--- src/core/tos_pkg.sv ---
// package: constants of the timestamped output scheduler
package tos_pkg;
  // register byte offsets on the bus
  localparam logic [7:0] OFS_AREA      = 8'h00;
  localparam logic [7:0] OFS_AREA_END  = 8'h3c;
  localparam logic [7:0] OFS_CFG       = 8'h40;
  localparam logic [7:0] OFS_COMMIT    = 8'h44;
  localparam logic [7:0] OFS_STATUS    = 8'h48;
  localparam logic [7:0] OFS_TICK      = 8'h4c;
  localparam logic [7:0] OFS_OUTS      = 8'h50;
  // output area and queue sizes
  localparam int         AREA_WORDS    = 15;
  localparam logic [3:0] ENTRIES_SMALL = 4'h5;
  localparam logic [3:0] ENTRIES_LARGE = 4'hf;
  localparam int         Q_DEPTH       = 31;
  // entry word fields
  localparam int         F_ST0         = 7;
  localparam int         F_ST1         = 6;
  localparam int         F_EN0         = 5;
  localparam int         F_EN1         = 4;
  localparam int         F_SEQ_LSB     = 8;
  localparam int         F_END         = 14;
  localparam int         F_TIME_LSB    = 16;
  // sequence and status encodings
  localparam logic [5:0] SEQ_RST       = 6'h01;
  localparam logic [7:0] STS_OK        = 8'h00;
  localparam logic [7:0] STS_SEQ       = 8'h01;
  localparam logic [7:0] STS_NONE      = 8'h02;
  localparam logic [7:0] STS_FULL      = 8'h03;
  localparam logic [7:0] STS_END_FLAG  = 8'h80;
  localparam logic [1:0] LAST_TAG      = 2'h1;
  localparam logic [1:0] NEXT_TAG      = 2'h3;
  // configuration
  localparam logic [7:0] CFG_RST       = 8'h00;
  localparam int         CFG_LARGE     = 0;
  // timing
  localparam int         CLK_PERIOD_NS = 40;
  localparam int         US_NS         = 1000;
  localparam int         US_CYCLES     = US_NS / CLK_PERIOD_NS;
  localparam int         FLASH_HALF_US = 250000;
endpackage

--- src/core/tos_q_if.sv ---
// interface: entry queue port between controller and queue store
`timescale 1ns/10ps
`default_nettype none
interface tos_q_if;
  logic        push;
  logic [31:0] wdata;
  logic        pop;
  logic [31:0] head;
  logic        empty;
  logic        full;
  logic [5:0]  count;
  modport ctrl  (output push, wdata, pop, input head, empty, full, count);
  modport store (input push, wdata, pop, output head, empty, full, count);
endinterface
`default_nettype wire

--- src/core/tos_queue.sv ---
// module: circular store of timed entries in arrival order
`timescale 1ns/10ps
`default_nettype none
module tos_queue (
  input wire logic clk,
  input wire logic rst_n,
  tos_q_if.store   q
);
  logic [31:0] mem [tos_pkg::Q_DEPTH];
  logic [4:0]  wr_r;
  logic [4:0]  wr_nxt;
  logic [4:0]  rd_r;
  logic [4:0]  rd_nxt;
  logic [5:0]  cnt_r;
  logic [5:0]  cnt_nxt;
  logic        push_ok;
  logic        pop_ok;

  function automatic logic [4:0] ptr_inc(input logic [4:0] p);
    return (p == 5'(tos_pkg::Q_DEPTH - 1)) ? 5'h00 : p + 5'h01;
  endfunction

  always_comb
  begin
    push_ok = q.push && (cnt_r != 6'(tos_pkg::Q_DEPTH));
    pop_ok  = q.pop && (cnt_r != 6'h00);
    wr_nxt  = push_ok ? ptr_inc(wr_r) : wr_r;
    rd_nxt  = pop_ok ? ptr_inc(rd_r) : rd_r;
    cnt_nxt = cnt_r + 6'(push_ok) - 6'(pop_ok);
  end

  always_ff @(posedge clk or negedge rst_n)
  begin
    if (!rst_n)
    begin
      wr_r  <= 5'h00;
      rd_r  <= 5'h00;
      cnt_r <= 6'h00;
    end
    else
    begin
      wr_r  <= wr_nxt;
      rd_r  <= rd_nxt;
      cnt_r <= cnt_nxt;
    end
  end

  always_ff @(posedge clk)
  begin
    if (push_ok)
      mem[wr_r] <= q.wdata;
  end

  assign q.head  = mem[rd_r];
  assign q.empty = (cnt_r == 6'h00);
  assign q.full  = (cnt_r == 6'(tos_pkg::Q_DEPTH));
  assign q.count = cnt_r;
endmodule // tos_queue
`default_nettype wire

--- src/core/tos_top.sv ---
// module: timestamped two-channel output scheduler with AHB-Lite registers
// Contract
// - apply each queued entry's output states at its time value
// - two output channels, each with state, enable and indicator
// - each timed entry is four bytes: state, sequence number, time
// - device stores the entry combined by the controller from the area
// - output area holds five or fifteen entries, chosen by configuration
// - queue holds at most thirty-one entries
// - when full, further entries are refused, queue unchanged
// - fault indicator lit steadily on overload, short or overtemperature
// - fault indicator flashes on erroneous configuration
// - sequence number starts at 1, 0..63, non-following entries ignored
// - status 00 ok, 01 sequence, 02 none, 03 full, bit 7 end queued
// - 32-bit microsecond ticker from reset, entries compare low 16 bits
// - entries after one with sequence bit 6 set are ignored; the scan stops at such an entry only once it is queued
`timescale 1ns/10ps
`default_nettype none
module tos_top #(
  parameter int unsigned FLASH_HALF_US = tos_pkg::FLASH_HALF_US
) (
  input  wire logic        hclk,
  input  wire logic        hresetn,
  input  wire logic        hsel,
  input  wire logic [31:0] haddr,
  input  wire logic [1:0]  htrans,
  input  wire logic        hwrite,
  input  wire logic [2:0]  hsize,
  input  wire logic [31:0] hwdata,
  input  wire logic        hready,
  output logic             hreadyout,
  output logic             hresp,
  output logic [31:0]      hrdata,
  input  wire logic        fault_overload,
  input  wire logic        fault_short,
  input  wire logic        fault_overtemp,
  output logic [1:0]       do_state,
  output logic [1:0]       do_enable,
  output logic [1:0]       chan_led,
  output logic             module_fault_indicator
);
  typedef enum logic [0:0] {
    TOS_IDLE = 1'b0,
    TOS_SCAN = 1'b1
  } tos_scan_t;

  tos_q_if q ();

  tos_queue u_queue (
    .clk   (hclk),
    .rst_n (hresetn),
    .q     (q.store)
  );

  // bus slave
  logic        ap_ok;
  logic        wr_pend_r;
  logic        wr_pend_nxt;
  logic [7:0]  wr_addr_r;
  logic [7:0]  wr_addr_nxt;
  logic [31:0] hrdata_r;
  logic [31:0] hrdata_nxt;
  logic [31:0] rd_val;
  logic [31:0] area_r [tos_pkg::AREA_WORDS];
  logic [7:0]  cfg_r;
  logic [7:0]  cfg_nxt;
  logic        cfg_err;
  logic        area_hit;
  logic        commit_hit;

  // scan engine
  tos_scan_t   st_r;
  tos_scan_t   st_nxt;
  logic [3:0]  idx_r;
  logic [3:0]  idx_nxt;
  logic [3:0]  limit;
  logic [5:0]  exp_r;
  logic [5:0]  exp_nxt;
  logic [5:0]  last_r;
  logic [5:0]  last_nxt;
  logic        bad_r;
  logic        bad_nxt;
  logic        pushed_r;
  logic        pushed_nxt;
  logic [7:0]  sts_r;
  logic [7:0]  sts_nxt;
  logic [5:0]  end_cnt_r;
  logic [5:0]  end_cnt_nxt;
  logic [31:0] cur;
  logic [5:0]  cur_seq;
  logic        cur_end;
  logic [7:0]  queue_status;
  logic [5:0]  next_seq;

  // ticker, outputs and fault indication
  logic [4:0]  div_r;
  logic [4:0]  div_nxt;
  logic        us_tick;
  logic [31:0] us_cnt_r;
  logic [31:0] us_cnt_nxt;
  logic [1:0]  st_out_r;
  logic [1:0]  st_out_nxt;
  logic [1:0]  en_out_r;
  logic [1:0]  en_out_nxt;
  logic [1:0]  head_st;
  logic [2:0]  s1_r;
  logic [2:0]  s2_r;
  logic [2:0]  s3_r;
  logic [2:0]  flt_r;
  logic [2:0]  flt_nxt;
  logic        fault_any;
  logic [19:0] fl_cnt_r;
  logic [19:0] fl_cnt_nxt;
  logic        fl_ph_r;
  logic        fl_ph_nxt;
  logic        mf_r;
  logic        mf_nxt;

  assign ap_ok      = hsel && htrans[1] && hready;
  assign area_hit   = wr_pend_r && (wr_addr_r < tos_pkg::OFS_AREA_END);
  assign commit_hit = wr_pend_r && (wr_addr_r == tos_pkg::OFS_COMMIT);
  assign cfg_err    = |cfg_r[7:1];
  assign limit      = cfg_r[tos_pkg::CFG_LARGE] ? tos_pkg::ENTRIES_LARGE
                                                : tos_pkg::ENTRIES_SMALL;

  assign queue_status = sts_r | ((end_cnt_r != 6'h00) ?
                        tos_pkg::STS_END_FLAG : 8'h00);
  assign next_seq     = q.empty ? exp_r : q.head[13:8];

  always_comb
  begin
    rd_val = 32'h0000_0000;
    if (haddr[7:0] < tos_pkg::OFS_AREA_END)
      rd_val = area_r[haddr[5:2]];
    else
      unique case (haddr[7:0])
        tos_pkg::OFS_CFG:    rd_val = {24'h000000, cfg_r};
        tos_pkg::OFS_STATUS: rd_val = {2'h0, q.count, queue_status,
                                       tos_pkg::NEXT_TAG, next_seq,
                                       tos_pkg::LAST_TAG, last_r};
        tos_pkg::OFS_TICK:   rd_val = us_cnt_r;
        tos_pkg::OFS_OUTS:   rd_val = {23'h000000, flt_r, en_out_r,
                                       st_out_r, 1'b0, mf_r};
        default:             rd_val = 32'h0000_0000;
      endcase
  end

  always_comb
  begin
    wr_pend_nxt = ap_ok && hwrite;
    wr_addr_nxt = ap_ok ? haddr[7:0] : wr_addr_r;
    hrdata_nxt  = (ap_ok && !hwrite) ? rd_val : 32'h0000_0000;
    cfg_nxt     = (wr_pend_r && wr_addr_r == tos_pkg::OFS_CFG) ?
                  hwdata[7:0] : cfg_r;
  end

  always_ff @(posedge hclk or negedge hresetn)
  begin
    if (!hresetn)
    begin
      wr_pend_r <= 1'b0;
      wr_addr_r <= 8'h00;
      hrdata_r  <= 32'h0000_0000;
      cfg_r     <= tos_pkg::CFG_RST;
    end
    else
    begin
      wr_pend_r <= wr_pend_nxt;
      wr_addr_r <= wr_addr_nxt;
      hrdata_r  <= hrdata_nxt;
      cfg_r     <= cfg_nxt;
    end
  end

  // area words have no reset; software fills them before a commit
  always_ff @(posedge hclk)
  begin
    if (area_hit)
      area_r[wr_addr_r[5:2]] <= hwdata;
  end

  // scan: one area word per cycle, stops at a queued end mark, a full queue or the configured area limit
  assign cur     = area_r[idx_r];
  assign cur_seq = cur[tos_pkg::F_SEQ_LSB +: 6];
  assign cur_end = cur[tos_pkg::F_END];

  always_comb
  begin
    st_nxt     = st_r;
    idx_nxt    = idx_r;
    exp_nxt    = exp_r;
    last_nxt   = last_r;
    bad_nxt    = bad_r;
    pushed_nxt = pushed_r;
    sts_nxt    = sts_r;
    q.push     = 1'b0;
    q.wdata    = cur;
    unique case (st_r)
      TOS_IDLE:
      begin
        if (commit_hit && !cfg_err)
        begin
          st_nxt     = TOS_SCAN;
          idx_nxt    = 4'h0;
          bad_nxt    = 1'b0;
          pushed_nxt = 1'b0;
        end
      end
      TOS_SCAN:
      begin
        idx_nxt = idx_r + 4'h1;
        if (cur_seq != exp_r)
          bad_nxt = 1'b1;
        else if (q.full)
        begin
          st_nxt  = TOS_IDLE;
          sts_nxt = tos_pkg::STS_FULL;
        end
        else
        begin
          q.push     = 1'b1;
          exp_nxt    = cur_seq + 6'h01;
          last_nxt   = cur_seq;
          pushed_nxt = 1'b1;
        end
        if (st_nxt == TOS_SCAN &&
            ((q.push && cur_end) || idx_r == limit - 4'h1))
        begin
          st_nxt = TOS_IDLE;
          if (bad_nxt)
            sts_nxt = tos_pkg::STS_SEQ;
          else if (!pushed_nxt)
            sts_nxt = tos_pkg::STS_NONE;
          else
            sts_nxt = tos_pkg::STS_OK;
        end
      end
    endcase
  end

  always_ff @(posedge hclk or negedge hresetn)
  begin
    if (!hresetn)
    begin
      st_r     <= TOS_IDLE;
      idx_r    <= 4'h0;
      exp_r    <= tos_pkg::SEQ_RST;
      last_r   <= 6'h00;
      bad_r    <= 1'b0;
      pushed_r <= 1'b0;
      sts_r    <= tos_pkg::STS_NONE;
    end
    else
    begin
      st_r     <= st_nxt;
      idx_r    <= idx_nxt;
      exp_r    <= exp_nxt;
      last_r   <= last_nxt;
      bad_r    <= bad_nxt;
      pushed_r <= pushed_nxt;
      sts_r    <= sts_nxt;
    end
  end

  // ticker, dequeue and channel outputs
  assign us_tick = (div_r == 5'(tos_pkg::US_CYCLES - 1));
  assign head_st = {q.head[tos_pkg::F_ST1], q.head[tos_pkg::F_ST0]};
  assign q.pop   = !q.empty &&
                   (q.head[tos_pkg::F_TIME_LSB +: 16] == us_cnt_r[15:0]);

  always_comb
  begin
    div_nxt     = us_tick ? 5'h00 : div_r + 5'h01;
    us_cnt_nxt  = us_tick ? us_cnt_r + 32'h1 : us_cnt_r;
    st_out_nxt  = q.pop ? head_st : st_out_r;
    en_out_nxt  = q.pop ? {q.head[tos_pkg::F_EN1], q.head[tos_pkg::F_EN0]}
                        : en_out_r;
    end_cnt_nxt = end_cnt_r + 6'(q.push && cur_end)
                  - 6'(q.pop && q.head[tos_pkg::F_END]);
  end

  always_ff @(posedge hclk or negedge hresetn)
  begin
    if (!hresetn)
    begin
      div_r     <= 5'h00;
      us_cnt_r  <= 32'h0000_0000;
      st_out_r  <= 2'h0;
      en_out_r  <= 2'h0;
      end_cnt_r <= 6'h00;
    end
    else
    begin
      div_r     <= div_nxt;
      us_cnt_r  <= us_cnt_nxt;
      st_out_r  <= st_out_nxt;
      en_out_r  <= en_out_nxt;
      end_cnt_r <= end_cnt_nxt;
    end
  end

  // fault pins: a change counts once the second and third stages agree
  assign fault_any = |flt_r;

  always_comb
  begin
    flt_nxt    = ((s2_r ~^ s3_r) & s3_r) | ((s2_r ^ s3_r) & flt_r);
    fl_cnt_nxt = fl_cnt_r;
    fl_ph_nxt  = fl_ph_r;
    if (us_tick)
    begin
      if (fl_cnt_r == 20'(FLASH_HALF_US - 1))
      begin
        fl_cnt_nxt = 20'h00000;
        fl_ph_nxt  = !fl_ph_r;
      end
      else
        fl_cnt_nxt = fl_cnt_r + 20'h00001;
    end
    // a real fault outranks a bad configuration: steady beats flashing
    mf_nxt = fault_any || (cfg_err && fl_ph_r);
  end

  always_ff @(posedge hclk or negedge hresetn)
  begin
    if (!hresetn)
    begin
      s1_r     <= 3'h0;
      s2_r     <= 3'h0;
      s3_r     <= 3'h0;
      flt_r    <= 3'h0;
      fl_cnt_r <= 20'h00000;
      fl_ph_r  <= 1'b0;
      mf_r     <= 1'b0;
    end
    else
    begin
      s1_r     <= {fault_overtemp, fault_short, fault_overload};
      s2_r     <= s1_r;
      s3_r     <= s2_r;
      flt_r    <= flt_nxt;
      fl_cnt_r <= fl_cnt_nxt;
      fl_ph_r  <= fl_ph_nxt;
      mf_r     <= mf_nxt;
    end
  end

  assign hreadyout              = 1'b1;
  assign hresp                  = 1'b0;
  assign hrdata                 = hrdata_r;
  assign do_state               = st_out_r;
  assign do_enable              = en_out_r;
  assign chan_led               = st_out_r;
  assign module_fault_indicator = mf_r;
endmodule // tos_top
`default_nettype wire

--- config.mk ---
export PLATFORM = sky130hd
export DESIGN_NAME = tos_top
export DESIGN_NICKNAME = d
export VERILOG_FILES = /design/src/core/tos_pkg.sv /design/src/core/tos_q_if.sv /design/src/core/tos_queue.sv /design/src/core/tos_top.sv
export SDC_FILE = /design/constraint.sdc
export NUM_CORES = 2
export LEC_CHECK = 0
export ABC_AREA = 1
export CORE_MARGIN = 10
export CORE_UTILIZATION = 40
export CTS_CLUSTER_DIAMETER = 50
export DETAILED_ROUTE_END_ITERATION = 8
export DONT_BUFFER_PORTS = 1
export PLACE_DENSITY_LB_ADDON = 0.25
export RECOVER_POWER = 50
export SYNTH_ARGS = -nofsm -noshare
export SYNTH_HDL_FRONTEND = slang
export SYNTH_SLANG_ARGS = --single-unit
--- constraint.sdc ---
create_clock -name hclk -period 8.7 [get_ports hclk]
set_input_delay 1.74 -clock hclk [delete_from_list [all_inputs] [get_ports hclk]]
set_output_delay 1.74 -clock hclk [all_outputs]
set_load 0.05 [all_outputs]
==> results_dict.tcl <==
set metrics [dict create \
    rsz_0062_raised_after_global_routing "no" \
    number_of_global_route_vias_before_repair 42140 \
    fillCellCount 14340 \
    post_synth_main_area_contributors "sky130_fd_sc_hd__edfxtp_1, sky130_fd_sc_hd__dfrtp_1, sky130_fd_sc_hd__nand2_1, sky130_fd_sc_hd__o21ai_0, sky130_fd_sc_hd__nor2_1" \
    netlist.top_cell.by_area "sky130_fd_sc_hd__edfxtp_1" \
    track_usage 0.2192 \
    startpoint_type "flip-flop" \
    crit-reg2reg-capture "u_queue.mem[20][18]" \
    setup_viol_count_final 0 \
    cts_tree "built" \
    reg_to_reg_critical_path_startpoint "idx_r[3]" \
    synth_top_family_by_area "simple AND/OR/NAND/NOR gates" \
    achievable_freq_mhz 136.4 \
    layout_min_cycle_time_ns 7.330 \
    cts_setup_buffers 0 \
    drt_wl_total_mm 197.1 \
    synthAdderAreaFrac 0.007102 \
    clockBufferDepth 3 \
    number_of_synthesized_flops_with_an_enable_pin 1317 \
    post-route-period-util 0.8425 \
    synth_compound_area_frac 0.1261 \
    ys_async_sr_fraction 0.1119 \
    slew_headroom -1.247 \
    seq_area_frac_synth 0.6852 \
    synth-main-ff-cell "sky130_fd_sc_hd__edfxtp_1" \
    timing.clock.skew_ns 0.06933 \
    yosys.area_share.simple 0.1291 \
    yosys_warnings 0 \
    clkSinkCount 1483 \
    die_height_um 419.3 \
    root_buffer "sky130_fd_sc_hd__clkbuf_16" \
    synthToLayoutAreaGrowth_pct 11.59 \
    finalNetCount 5661 \
    place.port_buffers 0 \
    timing.max_cap.violations 22 \
    grt_antenna_before_repair 1 \
    timing.critical_path.to_type "flip-flop" \
    syn_nets 5747 \
    finalHoldViolCount 0 \
    post_synth_num_cell_types 61 \
    timing.critical_path.required_ns 9.13 \
    post_synth_inst_count 5635 \
    grt_remaining_overflow 0 \
    tightest_slew_ns 3.371 \
    crit_arrival_ns 7.76 \
    synth_mux_area_frac 0.001059 \
    hold_depth 0 \
    routed-via-count 44460 \
    critPathKind "flip-flop to flip-flop" \
    worst_path_setup_slack_after_routing_ns 1.370 \
    reg2reg_setup_slack_ns 1.37 \
    grt_pass1_wl_mm 286.2 \
    worst_hold_path.endpoint "s2_r[1]" \
    io_pins 118 \
    wl_per_cell_um 25.40 \
    timing.final.max_slew_violations 670 \
    postCtsResizedCells 0 \
    via_per_inst 5.730 \
    num_rows 146 \
    holdCritPathClass "flip-flop to flip-flop" \
    yosys_register_bits 1483 \
    start_util 0.4027 \
    placer_congestion_estimate 0.8513 \
    timing.reg2reg.worst_path_depth 14 \
    max-vdd-ir-drop_mv 0.2187 \
    finish.instance_area_mm2 0.07117 \
    die-area_mm2 0.1758 \
    run_status "finished, violations left" \
    setup_total_negative_slack_ns 0 \
    placed_area_mm2 0.06595 \
    htree_levels 4 \
    ctsHoldBuffers 0 \
    drt-pass1-iter-count 8 \
    synth.cell_area_mm2 0.06378 \
    xor_and_xnor_area_share_after_synthesis 0.008102 \
    fp.dieW_um 419.3 \
    most_used_standard_cell_by_instance_count_after_synthesis "sky130_fd_sc_hd__edfxtp_1" \
    post_synth.cell_area_avg_um2 11.32 \
    fp.coreArea_mm2 0.1584 \
    violations "capacitance limit, slew limit" \
    cts_made_buffers 167 \
    post_route_cells_drive_above_1_share 0.07580 \
    top_cell_types_by_occurrence_after_synthesis "sky130_fd_sc_hd__edfxtp_1, sky130_fd_sc_hd__nand2_1, sky130_fd_sc_hd__nor2_1, sky130_fd_sc_hd__o21ai_0, sky130_fd_sc_hd__nand3_1" \
    power.density_mw_per_mm2 209.0 \
    detail_route_antenna_nets 0 \
    insertion_delay_ns 0.82 \
    residual_drc 0 \
    critPathMaxFanout 36 \
    grt_start_max_net_pins 167 \
    place.detailed.hpwl_mm 109.8 \
    clkTransAtPathRegs_ns 0.06 \
    dpl_worst_slack_ns 2.595 \
    leakage_power_nw 24.76 \
    detail_route.iter0.violations 4965 \
    timing.hold.worst.start "s1_r[1]" \
    yosysTopAreaCellShare 0.6201 \
]
## where the power goes
group / leakage [nW] / total, mW / switching, mW / internal (mW)
clock network: 2.59 / 6.85 / 2.96 / 3.89
logic: 8.13 / 0.268 / 0.200 / 0.0687
registers: 14.1 / 7.75 / 0.0233 / 7.73
## flip-flops by register name (all words and copies together) (netlist names), 2 cells and up
signal           flops
hrdata              32
s2_r                 3
chan_led             2
fl_cnt_r            20
s1_r                 3
u_queue.mem        837
u_queue.wr_r         5
end_cnt_r            6
s3_r                 3
cfg_r                8
area_r             480
exp_r                6
last_r               6
do_enable            2
u_queue.rd_r         5
div_r                5
us_cnt_r            32
idx_r                4
u_queue.q.count      6
wr_addr_r            8
sts_r                2
flt_r                3
## per-stage QoR
step	instances	total power, mW	hold WS (ns)	utilization
2_1_floorplan	5635	8.069	0.3312	-
3_3_place_gp	7452	8.162	0.3360	0.4164
6_report	7759	14.88	0.3466	0.4494
3_5_place_dp	7452	8.166	0.3364	0.4164
5_1_grt	7758	15.29	0.3527	0.4494
4_1_cts	7758	14.96	0.3491	0.4501
## cells by family after synthesis
logic type      count (synthesis)
other cells                     2
simple gates                 2015
mux                             6
xor+xnor                       59
fa+ha+maj                      35
buf+inv                       645
compound gates               1390
flops                        1483
## cell type report
cell class                 count  area [um2]  area share
antenna                        1       2.502  0.00003516
multi-input combinational   3507       17680      0.2483
sequential                  1483       43720      0.6143
timing repair buffer         111       763.2     0.01072
clock inverter               105        1006     0.01413
tap                         2072        2592     0.03643
clock buffer                 201        4337     0.06093
inverter                     279        1072     0.01507
## per-layer routing
metal | global-route usage | share of wire
met5 | 0 | 0.000066
met3 | 0.04176 | 0.077
met2 | 0.3580 | 0.47
met4 | 0.08745 | 0.042
met1 | 0.2877 | 0.41
## worst max path at each step
| stage | from | end | slack, ns | depth (start not counted) |
|---|---|---|---|---|
| after floorplan | idx_r[0] | u_queue.mem[11][10] | 4.75 | 16 |
| after global placement | idx_r[3] | u_queue.mem[20][18] | 2.68 | 14 |
| after detailed placement | idx_r[3] | u_queue.mem[20][16] | 2.60 | 14 |
| after CTS | idx_r[3] | u_queue.mem[20][18] | 2.54 | 14 |
| after global routing | idx_r[3] | u_queue.mem[20][18] | 1.11 | 14 |
| final | idx_r[3] | u_queue.mem[20][18] | 1.37 | 14 |
## worst max-delay path, cell delays in order (launching register included)
cell	delay, ns
sky130_fd_sc_hd__dfrtp_1	0.35
sky130_fd_sc_hd__buf_4	0.30
sky130_fd_sc_hd__inv_1	0.73
sky130_fd_sc_hd__clkbuf_1	1.10
sky130_fd_sc_hd__nand3_2	0.32
sky130_fd_sc_hd__nand2_1	0.98
sky130_fd_sc_hd__nand2_1	0.11
sky130_fd_sc_hd__nand2_1	0.12
sky130_fd_sc_hd__nand3_2	0.09
sky130_fd_sc_hd__nor2_4	0.22
sky130_fd_sc_hd__nand3_4	0.26
sky130_fd_sc_hd__clkinv_2	0.38
sky130_fd_sc_hd__nand2_1	0.53
sky130_fd_sc_hd__nor2_4	0.89
sky130_fd_sc_hd__buf_4	0.48
## cell usage in the layout (no fill, tap or decap), drive strengths merged, types with 7 or more instances in the layout
master / count
a211oi: 15
buf: 89
clkinvlp: 10
nand3: 334
o22ai: 95
ha: 33
inv: 285
clkbuf: 223
clkinv: 79
bufinv: 10
or2: 15
nand4: 21
o211ai: 186
dfrtp: 164
a31oi: 18
nor2: 755
a22oi: 21
a21oi: 260
nor4: 11
xor2: 47
o221ai: 51
edfxtp: 1317
o21ai: 688
a221oi: 15
nor3: 31
nand2: 844
a311oi: 7
xnor2: 12
(Power assumes the default switching activity.)
